==> config.mk <==
export PLATFORM = sky130hd
export DESIGN_NAME = fbc_host
export DESIGN_NICKNAME = d
export VERILOG_FILES = /design/src/hw/fbc_pkg.sv /design/src/hw/fbc_cycle.sv /design/src/hw/fbc_host.sv
export VERILOG_INCLUDE_DIRS = /design/src /design/src/hw
export SDC_FILE = /design/constraint.sdc
export NUM_CORES = 1
export LEC_CHECK = 0
export ABC_AREA = 1
export BUFFER_PORTS_ARGS = -buffer_cell sky130_fd_sc_hd__buf_2
export CORE_ASPECT_RATIO = 1.75
export CORE_MARGIN = 2
export CORE_UTILIZATION = 40
export CTS_CLUSTER_SIZE = 24
export DETAILED_ROUTE_END_ITERATION = 10
export PLACE_DENSITY = 0.69
export SYNTH_ARGS = -nofsm -noshare
export SYNTH_HDL_FRONTEND = slang
export SYNTH_SLANG_ARGS = --single-unit
==> constraint.sdc <==
create_clock -name clk_sys -period 2.4 [get_ports clk_sys]
set_clock_uncertainty 0.2 [all_clocks]
set_input_delay 0.24 -clock clk_sys [delete_from_list [all_inputs] [get_ports clk_sys]]
set_output_delay 0.24 -clock clk_sys [all_outputs]
set_load 0.01 [all_outputs]
==> src/hw/fbc_defines.svh <==
// constants of the flash byte-mode command controller
`ifndef FBC_DEFINES_SVH
`define FBC_DEFINES_SVH

// ************************************************
// timing
// ************************************************
`define FBC_CLK_NS 50
`define FBC_T_SETUP_NS 30
`define FBC_T_WP_NS 35
`define FBC_T_ACC_NS 70
`define FBC_T_HOLD_NS 20
`define FBC_CYC_MIN(ns) (((ns) + `FBC_CLK_NS - 1) / `FBC_CLK_NS)

// ************************************************
// command addresses and data
// ************************************************
`define FBC_A_UNLK1 21'h000aaa
`define FBC_A_UNLK2 21'h000555
`define FBC_A_CFI 21'h000055
`define FBC_BANK_LO 12'haaa
`define FBC_D_AA 8'haa
`define FBC_D_55 8'h55
`define FBC_D_PROG 8'ha0
`define FBC_D_ASEL 8'h90
`define FBC_D_SECT 8'h88
`define FBC_D_BYP 8'h20
`define FBC_D_ERASE 8'h80
`define FBC_D_CHIP 8'h10
`define FBC_D_SERASE 8'h30
`define FBC_D_SUSP 8'hb0
`define FBC_D_RESUME 8'h30
`define FBC_D_RESET 8'hf0
`define FBC_D_CFI 8'h98
`define FBC_D_ZERO 8'h00

// ************************************************
// register map and fields
// ************************************************
`define FBC_REG_CTRL 5'h00
`define FBC_REG_ADDR 5'h04
`define FBC_REG_WDATA 5'h08
`define FBC_REG_STATUS 5'h0c
`define FBC_REG_RDATA 5'h10
`define FBC_CTRL_GO 8
`define FBC_ST_BUSY 0
`define FBC_ST_ERR 1
`define FBC_ST_BYP 2
`define FBC_ST_SUSP 3
`define FBC_ST_SERA 4
`define FBC_ST_RB 5
`define FBC_ST_PFAIL 6
`define FBC_ST_ASEL 7

`endif

==> src/hw/fbc_pkg.sv <==
// types of the flash byte-mode command controller
package fbc_pkg;
   typedef enum logic [3:0] {
      OP_READ = 4'h0, OP_RESET = 4'h1, OP_AUTOSEL = 4'h2,
      OP_SEC_ENTER = 4'h3, OP_SEC_EXIT = 4'h4, OP_PROGRAM = 4'h5,
      OP_BYP_ENTER = 4'h6, OP_BYP_PROG = 4'h7, OP_BYP_EXIT = 4'h8,
      OP_CHIP_ERASE = 4'h9, OP_SECT_ERASE = 4'ha, OP_SUSPEND = 4'hb,
      OP_RESUME = 4'hc, OP_CFI = 4'hd
   } fbc_op_t;
   typedef enum logic [2:0] {
      AS_UNLK1 = 3'h0, AS_UNLK2 = 3'h1, AS_BANK = 3'h2,
      AS_USER = 3'h3, AS_CFI = 3'h4
   } fbc_asel_t;
   typedef enum logic [4:0] {
      H_IDLE = 5'b00001, H_ISSUE = 5'b00010, H_WAIT = 5'b00100,
      H_POLL = 5'b01000, H_PWAIT = 5'b10000
   } fbc_hst_t;
   typedef enum logic [3:0] {
      CY_IDLE = 4'b0001, CY_SETUP = 4'b0010, CY_STROBE = 4'b0100,
      CY_HOLD = 4'b1000
   } fbc_cst_t;
endpackage

==> src/hw/fbc_cycle.sv <==
// one read or write cycle on the flash pins
`timescale 1ns/1ns
`include "fbc_defines.svh"
module fbc_cycle import fbc_pkg::*; (
   // clock and reset
   input wire logic clk_sys,
   input wire logic sys_rst,
   // cycle request
   input wire logic cyc_start,
   input wire logic cyc_rd,
   input wire logic [20:0] cyc_addr,
   input wire logic [7:0] cyc_wdata,
   output logic cyc_done,
   output logic [7:0] cyc_rdata,
   // flash pins
   output logic [20:0] flash_addr,
   output logic [7:0] flash_dq_out,
   input wire logic [7:0] flash_dq_in,
   output logic flash_dq_oe_n,
   output logic flash_ce_n,
   output logic flash_we_n,
   output logic flash_oe_n
);
   localparam logic [3:0] SETUP_C = 4'(`FBC_CYC_MIN(`FBC_T_SETUP_NS));
   localparam logic [3:0] WP_C = 4'(`FBC_CYC_MIN(`FBC_T_WP_NS));
   localparam logic [3:0] ACC_C = 4'(`FBC_CYC_MIN(`FBC_T_ACC_NS));
   localparam logic [3:0] HOLD_C = 4'(`FBC_CYC_MIN(`FBC_T_HOLD_NS));

   fbc_cst_t st_r;
   logic [3:0] cnt_r;
   logic rd_r;

   assign cyc_done = (st_r == CY_HOLD) && (cnt_r == 4'h0);

   // ************************************************
   // phase sequencing
   // ************************************************
   always_ff @(posedge clk_sys) begin
      if (sys_rst) begin
         st_r <= CY_IDLE;
         cnt_r <= 4'h0;
      end else begin
         unique case (st_r)
            CY_IDLE: if (cyc_start) begin
               st_r <= CY_SETUP;
               cnt_r <= SETUP_C - 4'h1;
            end
            CY_SETUP: if (cnt_r == 4'h0) begin
               st_r <= CY_STROBE;
               cnt_r <= (rd_r ? ACC_C : WP_C) - 4'h1;
            end else cnt_r <= cnt_r - 4'h1;
            CY_STROBE: if (cnt_r == 4'h0) begin
               st_r <= CY_HOLD;
               cnt_r <= HOLD_C - 4'h1;
            end else cnt_r <= cnt_r - 4'h1;
            CY_HOLD: if (cnt_r == 4'h0) begin
               st_r <= CY_IDLE;
            end else cnt_r <= cnt_r - 4'h1;
         endcase
      end
   end

   // ************************************************
   // pin drive
   // ************************************************
   always_ff @(posedge clk_sys) begin
      if (sys_rst) begin
         flash_addr <= 21'h0;
         flash_dq_out <= 8'h0;
         flash_dq_oe_n <= 1'b1;
         flash_ce_n <= 1'b1;
         flash_we_n <= 1'b1;
         flash_oe_n <= 1'b1;
         cyc_rdata <= 8'h0;
         rd_r <= 1'b0;
      end else begin
         unique case (st_r)
            CY_IDLE: if (cyc_start) begin
               flash_addr <= cyc_addr;
               flash_dq_out <= cyc_wdata;
               flash_dq_oe_n <= cyc_rd;
               flash_ce_n <= 1'b0;
               rd_r <= cyc_rd;
            end
            CY_SETUP: if (cnt_r == 4'h0) begin
               flash_we_n <= rd_r;
               flash_oe_n <= !rd_r;
            end
            CY_STROBE: if (cnt_r == 4'h0) begin
               flash_we_n <= 1'b1;
               flash_oe_n <= 1'b1;
               if (rd_r) cyc_rdata <= flash_dq_in;
            end
            CY_HOLD: if (cnt_r == 4'h0) begin
               flash_ce_n <= 1'b1;
               flash_dq_oe_n <= 1'b1;
            end
         endcase
      end
   end
endmodule

==> src/hw/fbc_host.sv <==
// host controller issuing byte-mode flash command sequences
//
// The Avalon-MM interface to the registers and the register offsets were decided locally.
`timescale 1ns/1ns
`include "fbc_defines.svh"
// What this block does
// - plain array read is one read cycle, no unlock writes first
// - reset writes f0 once; used to leave autoselect or after timeout
// - all command cycles are writes except read and autoselect fourth
// - program: aa@aaa, 55@555, a0@aaa, then value at location
// - autoselect: unlock, 90 at bank plus aaa, then read at location
// - secured sector entry: unlock pair then 88 at aaa
// - secured sector exit: unlock pair, 90 at aaa, 00 anywhere
// - bypass entry: unlock pair then 20 at aaa
// - bypass program: a0 anywhere, then value at location
// - bypass exit: 90 then 00, any addresses
// - erase: unlock, 80, unlock, then 10 at aaa or 30 at sector
// - suspend: b0 at location, only while a sector erase runs
// - resume: 30 at location, only while suspended
module fbc_host import fbc_pkg::*; (
   // clock and reset
   input wire logic clk_sys,
   input wire logic sys_rst,
   // avalon slave
   input wire logic [4:0] avs_address,
   input wire logic avs_read,
   input wire logic avs_write,
   input wire logic [31:0] avs_writedata,
   input wire logic [3:0] avs_byteenable,
   output logic [31:0] avs_readdata,
   output logic avs_waitrequest,
   // flash pins
   output logic [20:0] flash_addr,
   output logic [7:0] flash_dq_out,
   input wire logic [7:0] flash_dq_in,
   output logic flash_dq_oe_n,
   output logic flash_ce_n,
   output logic flash_we_n,
   output logic flash_oe_n,
   input wire logic ready_busy_out
);
   // ************************************************
   // functions
   // ************************************************
   // step word: {last, rd, user data, asel, data}
   function automatic logic [13:0] fbc_step(fbc_op_t op,
                                            logic [2:0] idx);
      logic [13:0] s;
      s = {1'b1, 1'b0, 1'b0, AS_USER, `FBC_D_RESET};
      unique case (op)
         OP_READ: s = {1'b1, 1'b1, 1'b0, AS_USER, `FBC_D_ZERO};
         OP_RESET: s = {1'b1, 1'b0, 1'b0, AS_USER, `FBC_D_RESET};
         OP_SUSPEND: s = {1'b1, 1'b0, 1'b0, AS_USER, `FBC_D_SUSP};
         OP_RESUME: s = {1'b1, 1'b0, 1'b0, AS_USER, `FBC_D_RESUME};
         OP_CFI: s = {1'b1, 1'b0, 1'b0, AS_CFI, `FBC_D_CFI};
         OP_BYP_PROG: s = (idx == 3'd0) ?
            {1'b0, 1'b0, 1'b0, AS_USER, `FBC_D_PROG} :
            {1'b1, 1'b0, 1'b1, AS_USER, `FBC_D_ZERO};
         OP_BYP_EXIT: s = (idx == 3'd0) ?
            {1'b0, 1'b0, 1'b0, AS_USER, `FBC_D_ASEL} :
            {1'b1, 1'b0, 1'b0, AS_USER, `FBC_D_ZERO};
         default: begin
            if (idx == 3'd0 || idx == 3'd3 && op[3])
               s = {1'b0, 1'b0, 1'b0, AS_UNLK1, `FBC_D_AA};
            else if (idx == 3'd1 || idx == 3'd4)
               s = {1'b0, 1'b0, 1'b0, AS_UNLK2, `FBC_D_55};
            else if (idx == 3'd5)
               s = (op == OP_CHIP_ERASE) ?
                  {1'b1, 1'b0, 1'b0, AS_UNLK1, `FBC_D_CHIP} :
                  {1'b1, 1'b0, 1'b0, AS_USER, `FBC_D_SERASE};
            else if (op == OP_PROGRAM)
               s = (idx == 3'd2) ?
                  {1'b0, 1'b0, 1'b0, AS_UNLK1, `FBC_D_PROG} :
                  {1'b1, 1'b0, 1'b1, AS_USER, `FBC_D_ZERO};
            else if (op == OP_AUTOSEL)
               s = (idx == 3'd2) ?
                  {1'b0, 1'b0, 1'b0, AS_BANK, `FBC_D_ASEL} :
                  {1'b1, 1'b1, 1'b0, AS_USER, `FBC_D_ZERO};
            else if (op == OP_SEC_ENTER)
               s = {1'b1, 1'b0, 1'b0, AS_UNLK1, `FBC_D_SECT};
            else if (op == OP_SEC_EXIT)
               s = (idx == 3'd2) ?
                  {1'b0, 1'b0, 1'b0, AS_UNLK1, `FBC_D_ASEL} :
                  {1'b1, 1'b0, 1'b0, AS_USER, `FBC_D_ZERO};
            else if (op == OP_BYP_ENTER)
               s = {1'b1, 1'b0, 1'b0, AS_UNLK1, `FBC_D_BYP};
            else
               s = {1'b0, 1'b0, 1'b0, AS_UNLK1, `FBC_D_ERASE};
         end
      endcase
      return s;
   endfunction

   function automatic logic [20:0] fbc_addr(fbc_asel_t a,
                                            logic [20:0] loc);
      unique case (a)
         AS_UNLK1: return `FBC_A_UNLK1;
         AS_UNLK2: return `FBC_A_UNLK2;
         AS_BANK: return {loc[20:12], `FBC_BANK_LO};
         AS_CFI: return `FBC_A_CFI;
         default: return loc;
      endcase
   endfunction

   function automatic logic fbc_allowed(logic [3:0] op, logic byp,
      logic susp, logic asl, logic sera, logic rb);
      unique case (op)
         OP_READ, OP_RESET: return 1'b1;
         OP_BYP_PROG, OP_BYP_EXIT: return byp;
         OP_SUSPEND: return sera && !rb && !susp && !byp;
         OP_RESUME: return susp;
         OP_CFI: return (rb || asl) && !byp;
         OP_AUTOSEL: return !byp;
         OP_PROGRAM: return !byp && !asl;
         OP_SEC_ENTER, OP_SEC_EXIT, OP_BYP_ENTER, OP_CHIP_ERASE,
         OP_SECT_ERASE: return !byp && !asl && !susp;
         default: return 1'b0;
      endcase
   endfunction

   // ************************************************
   // declarations
   // ************************************************
   fbc_hst_t st_r;
   fbc_op_t op_r;
   logic [2:0] idx_r;
   logic [20:0] loc_r;
   logic [7:0] val_r, rd_byte_r;
   logic [3:0] ctrl_op_r;
   logic byp_r, susp_r, asl_r, sera_r, err_r, pfail_r, tmo_r, ack_r;
   logic [13:0] step;
   logic cyc_start, cyc_done, cyc_rd, busy, wr_ok, go, accept, last;
   logic [7:0] cyc_rdata, cyc_wdata;
   logic [20:0] cyc_addr;
   logic [31:0] stat;

   assign step = fbc_step(op_r, idx_r);
   assign last = step[13];
   assign busy = (st_r != H_IDLE);
   assign cyc_start = (st_r == H_ISSUE) || (st_r == H_POLL);
   assign cyc_rd = (st_r == H_POLL) || step[12];
   assign cyc_addr = (st_r == H_POLL) ? loc_r
                   : fbc_addr(fbc_asel_t'(step[10:8]), loc_r);
   assign cyc_wdata = step[11] ? val_r : step[7:0];
   assign wr_ok = avs_write && ack_r;
   assign go = wr_ok && (avs_address == `FBC_REG_CTRL)
               && avs_byteenable[1] && avs_writedata[`FBC_CTRL_GO];
   assign accept = go && !busy && fbc_allowed(avs_writedata[3:0],
                   byp_r, susp_r, asl_r, sera_r, ready_busy_out);

   // ************************************************
   // avalon slave, one wait state
   // ************************************************
   assign avs_waitrequest = (avs_read || avs_write) && !ack_r;

   always_comb begin
      stat = 32'h0;
      stat[`FBC_ST_BUSY] = busy;
      stat[`FBC_ST_ERR] = err_r;
      stat[`FBC_ST_BYP] = byp_r;
      stat[`FBC_ST_SUSP] = susp_r;
      stat[`FBC_ST_SERA] = sera_r;
      stat[`FBC_ST_RB] = ready_busy_out;
      stat[`FBC_ST_PFAIL] = pfail_r;
      stat[`FBC_ST_ASEL] = asl_r;
   end

   always_ff @(posedge clk_sys) begin
      if (sys_rst) begin
         ack_r <= 1'b0;
         avs_readdata <= 32'h0;
      end else begin
         ack_r <= (avs_read || avs_write) && !ack_r;
         if (avs_read && !ack_r) begin
            unique case (avs_address)
               `FBC_REG_CTRL: avs_readdata <= {28'h0, ctrl_op_r};
               `FBC_REG_ADDR: avs_readdata <= {11'h0, loc_r};
               `FBC_REG_WDATA: avs_readdata <= {24'h0, val_r};
               `FBC_REG_STATUS: avs_readdata <= stat;
               `FBC_REG_RDATA: avs_readdata <= {24'h0, rd_byte_r};
               default: avs_readdata <= 32'h0;
            endcase
         end
      end
   end

   always_ff @(posedge clk_sys) begin
      if (sys_rst) begin
         ctrl_op_r <= 4'h0;
         loc_r <= 21'h0;
         val_r <= 8'h0;
      end else if (wr_ok && !busy) begin
         if (avs_address == `FBC_REG_CTRL && avs_byteenable[0])
            ctrl_op_r <= avs_writedata[3:0];
         if (avs_address == `FBC_REG_ADDR) begin
            if (avs_byteenable[0]) loc_r[7:0] <= avs_writedata[7:0];
            if (avs_byteenable[1]) loc_r[15:8] <= avs_writedata[15:8];
            if (avs_byteenable[2])
               loc_r[20:16] <= avs_writedata[20:16];
         end
         if (avs_address == `FBC_REG_WDATA && avs_byteenable[0])
            val_r <= avs_writedata[7:0];
      end
   end

   // ************************************************
   // sequencer
   // ************************************************
   always_ff @(posedge clk_sys) begin
      if (sys_rst) begin
         st_r <= H_IDLE;
         op_r <= OP_READ;
         idx_r <= 3'h0;
         tmo_r <= 1'b0;
      end else begin
         unique case (st_r)
            H_IDLE: if (accept) begin
               op_r <= fbc_op_t'(avs_writedata[3:0]);
               idx_r <= 3'h0;
               tmo_r <= 1'b0;
               st_r <= H_ISSUE;
            end
            H_ISSUE: st_r <= H_WAIT;
            H_WAIT: if (cyc_done) begin
               if (!last) begin
                  idx_r <= idx_r + 3'h1;
                  st_r <= H_ISSUE;
               end else if (op_r == OP_PROGRAM || op_r == OP_BYP_PROG)
                  st_r <= H_POLL;
               else
                  st_r <= H_IDLE;
            end
            H_POLL: st_r <= H_PWAIT;
            H_PWAIT: if (cyc_done) begin
               if (cyc_rdata[7] == val_r[7]) begin
                  st_r <= H_IDLE;
               end else if (cyc_rdata[5] && tmo_r) begin
                  op_r <= OP_RESET;
                  idx_r <= 3'h0;
                  st_r <= H_ISSUE;
               end else begin
                  tmo_r <= cyc_rdata[5];
                  st_r <= H_POLL;
               end
            end
         endcase
      end
   end

   // ************************************************
   // mode tracking and flags
   // ************************************************
   always_ff @(posedge clk_sys) begin
      if (sys_rst) begin
         byp_r <= 1'b0;
         susp_r <= 1'b0;
         asl_r <= 1'b0;
         sera_r <= 1'b0;
      end else if (st_r == H_WAIT && cyc_done && last) begin
         unique case (op_r)
            OP_BYP_ENTER: byp_r <= 1'b1;
            OP_BYP_EXIT: byp_r <= 1'b0;
            OP_AUTOSEL: asl_r <= 1'b1;
            OP_RESET: asl_r <= 1'b0;
            OP_SECT_ERASE: sera_r <= 1'b1;
            OP_SUSPEND: susp_r <= 1'b1;
            OP_RESUME: susp_r <= 1'b0;
            default: ;
         endcase
      end else if (sera_r && ready_busy_out && !susp_r && !busy)
         sera_r <= 1'b0;
   end

   always_ff @(posedge clk_sys) begin
      if (sys_rst) begin
         err_r <= 1'b0;
         pfail_r <= 1'b0;
         rd_byte_r <= 8'h0;
      end else begin
         if (go && !accept)
            err_r <= 1'b1;
         else if (wr_ok && avs_address == `FBC_REG_STATUS
                  && avs_byteenable[0] && avs_writedata[`FBC_ST_ERR])
            err_r <= 1'b0;
         if (st_r == H_PWAIT && cyc_done && cyc_rdata[5] && tmo_r
             && cyc_rdata[7] != val_r[7])
            pfail_r <= 1'b1;
         else if (wr_ok && avs_address == `FBC_REG_STATUS
                  && avs_byteenable[0] && avs_writedata[`FBC_ST_PFAIL])
            pfail_r <= 1'b0;
         if (cyc_done && (st_r == H_PWAIT || step[12]))
            rd_byte_r <= cyc_rdata;
      end
   end

   fbc_cycle u_cycle (
      .clk_sys(clk_sys),
      .sys_rst(sys_rst),
      .cyc_start(cyc_start),
      .cyc_rd(cyc_rd),
      .cyc_addr(cyc_addr),
      .cyc_wdata(cyc_wdata),
      .cyc_done(cyc_done),
      .cyc_rdata(cyc_rdata),
      .flash_addr(flash_addr),
      .flash_dq_out(flash_dq_out),
      .flash_dq_in(flash_dq_in),
      .flash_dq_oe_n(flash_dq_oe_n),
      .flash_ce_n(flash_ce_n),
      .flash_we_n(flash_we_n),
      .flash_oe_n(flash_oe_n)
   );
endmodule

======== Word level (Yosys, flattened, before mapping) ========
Index checks and enable logic that the tools add are counted.
storage, ports and cells
  input port bits ......................... 54
  memories kept ........................... 0
  memory bits (read-only) ................. 0
  output and inout port bits .............. 66
  bits in registers ....................... 143
  memory bits (writable) .................. 0
  logic and storage cells ................. 258
  latch bits .............................. 0
operators by class
  add/subtract/negate cells ............... 3
  shift operators ......................... 0
  bitwise gates (word level) .............. 0
  reductions and logical operators ........ 89
  multiplexer cells ....................... 75
  multipliers ............................. 0
  equality and inequality tests ........... 63
  $lt $le $gt $ge ......................... 0
  div/mod/pow operators ................... 0
operators with widths
  operator                                                               count
  14-bit 2-to-1 mux                                                      13
  21-bit one-hot mux with 5 select lines                                 1
  14-bit one-hot mux with 7 select lines                                 1
  21-bit one-hot mux with 4 select lines                                 1
  4-bit 2-to-1 mux                                                       16
  4-bit equality test, second input constant                             13
  4-bit by 3-bit equality test with 1-bit output, second input constant  9
  1-bit logical AND                                                      35
  4-bit one-hot mux with 4 select lines                                  2
  5-bit one-hot mux with 5 select lines                                  1
  21-bit 2-to-1 mux                                                      1
  3-bit AND reduction                                                    7
  4-bit by 2-bit equality test with 1-bit output, second input constant  5
  2-bit != test, second input constant                                   10
  3-bit 2-to-1 mux                                                       6
  2-bit nonzero test                                                     9
  1-bit 2-to-1 mux                                                       16
  1-bit one-hot mux with 2 select lines                                  8
  2-bit AND reduction                                                    8
  5-bit by 4-bit equality test with 1-bit output, second input constant  3
  5-bit 2-to-1 mux                                                       3
  4-bit by 1-bit equality test with 1-bit output, second input constant  3
  4-bit logical NOT                                                      3
  5-bit by 3-bit equality test with 1-bit output, second input constant  2
  other kinds (28)                                                       54

======== Longest topological paths before layout ========
  depth in word-level cells ............... 13
  mapped depth ............................ 17
  depth with buffers taken out ............ 17

======== By module ========
A second synthesis with hierarchy kept.
unflattened totals
  cell total of the unflattened synthesis .. 910
  area, all modules ....................... 6482.5 um^2
by module, submodules not included
  module     seq. area each (um^2)  cells an instance  times used  area each (um^2)
  fbc_host   1641.6                 650                1           4458.0
  fbc_cycle  1001.0                 260                1           2024.4

======== Worst setup path after synthesis ========
Ideal clock, no wire load.
  kind .................................... reg2reg
  start point ............................. reg idx_r[0]
  end point ............................... reg u_cycle.flash_addr[0]
  setup slack ............................. 448 ps
  data arrival time ....................... 1642 ps
  required time ........................... 2090 ps
  clock period less this slack ............ 1952 ps
  stages on the path, launching flop included .. 15
  setup time .............................. 110 ps
  path buffers ............................ 0
  path through ............................ dfxtp_1 > inv_1 > ha_1 > inv_1 > nor2_1 > a21oi_1 > inv_1 > nor2_4 > nand2_1 > a21oi_2 > nor2_4 > nand3_2 > nand3_1 > nand2_1 > inv_1
between the ends
  word-level cells in the longest chain between the ends .. 13
  elaborated cells on any way between the ends .. 26
  classes of those cells .................. 8 x eq/ne; 13 x mux; 5 x reduce/logical
RTL lines
  item                                               line                                            text
  from (decl)                                        fbc_host.sv:126                                 logic [2:0] idx_r;
  from (signal assigned)                             fbc_host.sv:226                                 idx_r <= idx_r + 3'h1;
  3-bit by 2-bit equality test with 1-bit output     fbc_host.sv:72, fbc_host.sv:76, fbc_host.sv:82
  14-bit 2-to-1 mux                                  fbc_host.sv:82                                  s = (idx == 3'd2) ?
  14-bit 2-to-1 mux                                  fbc_host.sv:81                                  else if (op == OP_SEC_EXIT)
  14-bit 2-to-1 mux                                  fbc_host.sv:79                                  else if (op == OP_SEC_ENTER)
  14-bit 2-to-1 mux                                  fbc_host.sv:75                                  else if (op == OP_AUTOSEL)
  14-bit 2-to-1 mux                                  fbc_host.sv:71                                  else if (op == OP_PROGRAM)
  14-bit 2-to-1 mux                                  fbc_host.sv:67                                  else if (idx == 3'd5)
  14-bit 2-to-1 mux                                  fbc_host.sv:65                                  else if (idx == 3'd1 || idx == 3'd4)
  14-bit 2-to-1 mux (*)                              fbc_host.sv:63                                  if (idx == 3'd0 || idx == 3'd3 && op[3])
  14-bit one-hot mux with 7 select lines (*)         fbc_host.sv:50                                  unique case (op)
  3-bit equality test, or another cell as far along  fbc_host.sv:96                                  unique case (a)
  21-bit one-hot mux with 4 select lines (*)         fbc_host.sv:96
  21-bit 2-to-1 mux (*)                              fbc_host.sv:142                                 assign cyc_addr = (st_r == H_POLL) ? loc_r
  to (signal assigned)                               fbc_cycle.sv:79                                 flash_addr <= cyc_addr;
  to (decl)                                          fbc_cycle.sv:16                                 output logic [20:0] flash_addr,
Mark *: on every way between the ends. The rest lies on a longest branch, timed or not.
A chain may end at the register's enable or synchronous reset.

======== Final worst setup path ========
Same ends and word-level chain as after synthesis.

==> impl_metrics.env <==
export IMPL_synthesized_instance_count=896
export IMPL_most_common_layout_cells="sky130_fd_sc_hd__nand2_1, sky130_fd_sc_hd__dfxtp_1, sky130_fd_sc_hd__a21oi_1, sky130_fd_sc_hd__buf_2, sky130_fd_sc_hd__o21ai_0"
export IMPL_ys_warn_count=0
export IMPL_most_common_library_cell_in_the_layout_ignoring_fill_and_taps="sky130_fd_sc_hd__nand2_1"
export IMPL_critical_path_class="reg2reg"
export IMPL_ctsLongestPathBuffers=2
export IMPL_crit_end="u_cycle.flash_addr[0]$_SDFFE_PP0P_"
export IMPL_ys_seq_elements=132
export IMPL_total_of_max_cap_violations=0
export IMPL_ioPinCount=120
export IMPL_timing_critical_path_to_type="flop"
export IMPL_peakVddDrop_mv=0.503
export IMPL_detail_route_first_pass_iterations=5
export IMPL_syn_mean_instance_area_sq_um=7.13
export IMPL_fraction_of_registers_with_async_set_reset_pct=0
export IMPL_cts_made_buffers=17
export IMPL_critical_path_max_stage_delay_ns=0.33
export IMPL_synth_ff_type="sky130_fd_sc_hd__dfxtp_1"
export IMPL_slew_violations=0
export IMPL_globalRoute_totalOverflow=0
export IMPL_cp_data_required_time_ns=2.52
export IMPL_timing_reg2reg_worst_path_depth=12
export IMPL_setup_viol=0
export IMPL_result_of_the_run="completed"
export IMPL_setup_tns_final_ns=0
export IMPL_rows=61
export IMPL_crit_reg2reg_launch="idx_r[0]$_SDFFE_PP0P_"
export IMPL_total_half_perimeter_wirelength_after_legalization_and_detailed_placement_mm=14.4
export IMPL_routed_wire_length_per_instance_um=15.7
export IMPL_grt_first_pass_wirelength_mm=30.4
export IMPL_hold_depth=3
export IMPL_placeableCoreArea_sq_mm=0.0158
export IMPL_cp_data_arrival_time_ns=2.38
export IMPL_track_usage_pct=22.9
export IMPL_synthesis_area_sq_mm=0.00639
export IMPL_critical_path_reg2reg_endpoint="u_cycle.flash_addr[0]$_SDFFE_PP0P_"
export IMPL_max_slew_worst_pin_slew_ns=0.571
export IMPL_post_synth_num_cell_types=47
export IMPL_vias_per_cell=5.23
export IMPL_crit_path_cell_trace="ha_1 > ha_1 > a21oi_1 > inv_1 > nor2_4 > nand2_1 > a21oi_4 > nor2_4 > nand3_2 > nand3_1 > nand2_1 > inv_1"
export IMPL_timing_slew_headroom_pct=61.9
export IMPL_holdCritPathClass="in2reg"
export IMPL_initial_core_util_pct=40.5
export IMPL_min_period_over_period_pct=94.0
export IMPL_setup_slack_of_the_most_critical_reg_to_reg_path_ns=0.14
export IMPL_drive_gt1_share_pct=22.4
export IMPL_placed_area_sq_mm=0.00719
export IMPL_hp_start="avs_address[4]"
export IMPL_yosysSeqAreaShare_pct=41.3
export IMPL_chipHeight_um=171
export IMPL_startpoint_type="flop"
export IMPL_clock_root_buffer="sky130_fd_sc_hd__clkbuf_16"
export IMPL_critical_path_max_fanout=4
export IMPL_layout_nets=1102
export IMPL_detailedRoute_firstIterationViolations=427
export IMPL_h_tree_depth=4
export IMPL_fmax_mhz=443
export IMPL_grt_antenna_before_repair=1
export IMPL_slowest_stage="sky130_fd_sc_hd__dfxtp_2"
export IMPL_first_global_vias=6172
export IMPL_die_x_um=99.6
export IMPL_power_density_cell_area_mw_per_mm2=805
export IMPL_layout_core_utilization_pct=51.3
export IMPL_grt_max_degree=40
export IMPL_total_power_w=0.00652
export IMPL_clk_transition_reported_paths_ns=0.06
export IMPL_cts_tree="yes"
export IMPL_vias=6506
export IMPL_numClockSinks=132
export IMPL_fp_dieArea_sq_mm=0.0170
export IMPL_finalWeightedCongestion=0.931
export IMPL_unrepaired_setup_endpoints_after_global_routing="false"
export IMPL_number_of_synthesized_flops_with_an_enable_pin=0
export IMPL_clock_insertion_delay_worst_skew_ns=0.43
export IMPL_finalHoldViolCount=0
export IMPL_total_leakage_power_nw=3.63
export IMPL_number_of_i_o_port_buffers=96
export IMPL_critical_path_startpoint="idx_r[0]$_SDFFE_PP0P_"
export IMPL_fin_crit_ns=2.26
export IMPL_drt_drc=0
export IMPL_ant_nets=0
export IMPL_final_design_area_no_fill_sq_mm=0.00810
export IMPL_finalWirelength_mm=19.5
export IMPL_areaGrowthSynthToFinish_pct=26.7
-- worst min-delay path by stage --
stage                                            to  slack [ns]
floorplan           u_cycle.flash_oe_n$_SDFFE_PP1P_        0.14
global placement          rd_byte_r[3]$_SDFFE_PP0P_        0.24
detailed placement        rd_byte_r[4]$_SDFFE_PP0P_        0.25
CTS                       ctrl_op_r[3]$_SDFFE_PP0P_        0.01
global route              ctrl_op_r[3]$_SDFFE_PP0P_        0.04
finish                    ctrl_op_r[3]$_SDFFE_PP0P_        0.01
-- metrics by stage --
| step | setup WS, ns | hold WS (ns) | cells |
|---|---|---|---|
| after floorplan | 0.448 | 0.143 | 906 |
| after global placement | 0.117 | 0.244 | 1182 |
| after detailed placement | 0.0869 | 0.249 | 1182 |
| after CTS | 0.0689 | 0.0104 | 1241 |
| after global routing | 0.00790 | 0.0386 | 1243 |
| final | 0.143 | 0.0103 | 1243 |
-- cells in the mapped netlist (all sizes together), types with 7 or more instances --
master	instances	area share, %
a21oi	108	8.6
nand2	185	11
dfxtp	132	41
nand3	52	5.1
nor3	14	1.3
buf	19	2.1
nor2	100	6.8
o21ai	101	8.1
ha	7	1.4
nand4	13	1.6
clkbuf	20	1.2
inv	110	6.5
-- power by group --
part / switching (W) / internal [W] / total (W)
clock: 0.00105 / 0.00157 / 0.00262
combinational: 0.00102 / 0.000511 / 0.00153
sequential: 0.0000774 / 0.00229 / 0.00237
-- layout make-up --
type,count,area (sq um)
Fill cell,1506,7700
Multi-Input combinational cell,624,3180
Sequential cell,132,2650
Timing Repair Buffer,155,1020
Clock buffer,19,443
Inverter,111,424
Tap cell,189,236
Clock inverter,12,145
Antenna cell,1,2.50
-- cells by family after synthesis --
logic type | after synthesis | synth area share (%)
simple gates | 369 | 27.1
compound gates | 235 | 20.0
buf+inv | 150 | 9.90
flops | 132 | 41.3
fa+ha+maj | 7 | 1.37
xor+xnor | 2 | 0.274
other cells | 1 | 0.0587
-- routing by layer --
layer / global-route usage, % / up-vias / part of all wire (%)
met5: 0 / - / 0
met1: 24.3 / 3018 / 38
met4: 12.7 / 0 / 4.9
met2: 41.9 / 197 / 53
met3: 4.35 / 58 / 4.1
li1: - / 3233 / -
-- timing repair --
item,CTS,global route
buffers inserted,0,1
gates resized for setup,0,9
setup endpoints to repair,0,37
hold buffers,28,0
hold endpoints to repair,31,0
-- registers in the layout, summed over array words and instances (netlist names), 3 cells and up --
| register | flops |
|---|---|
| ctrl_op_r | 4 |
| u_cycle.st_r | 4 |
| u_cycle.flash_dq_out | 8 |
| loc_r | 21 |
| idx_r | 3 |
| avs_readdata | 21 |
| st_r | 5 |
| u_cycle.cyc_rdata | 8 |
| u_cycle.cnt_r | 4 |
| u_cycle.flash_addr | 21 |
| val_r | 8 |
| op_r | 4 |
| rd_byte_r | 8 |
-- worst max-delay path, delay by kind of cell (launching register included) --
| kind | cells | cell delay (ns) |
|---|---|---|
| AOI/OAI and AO/OA | 2 | 0.42 |
| adders and majority gates | 2 | 0.40 |
| and+or+nand+nor | 6 | 0.60 |
| buffers and inverters | 2 | 0.20 |
| DFF | 1 | 0.33 |
(Power assumes the default switching activity.)
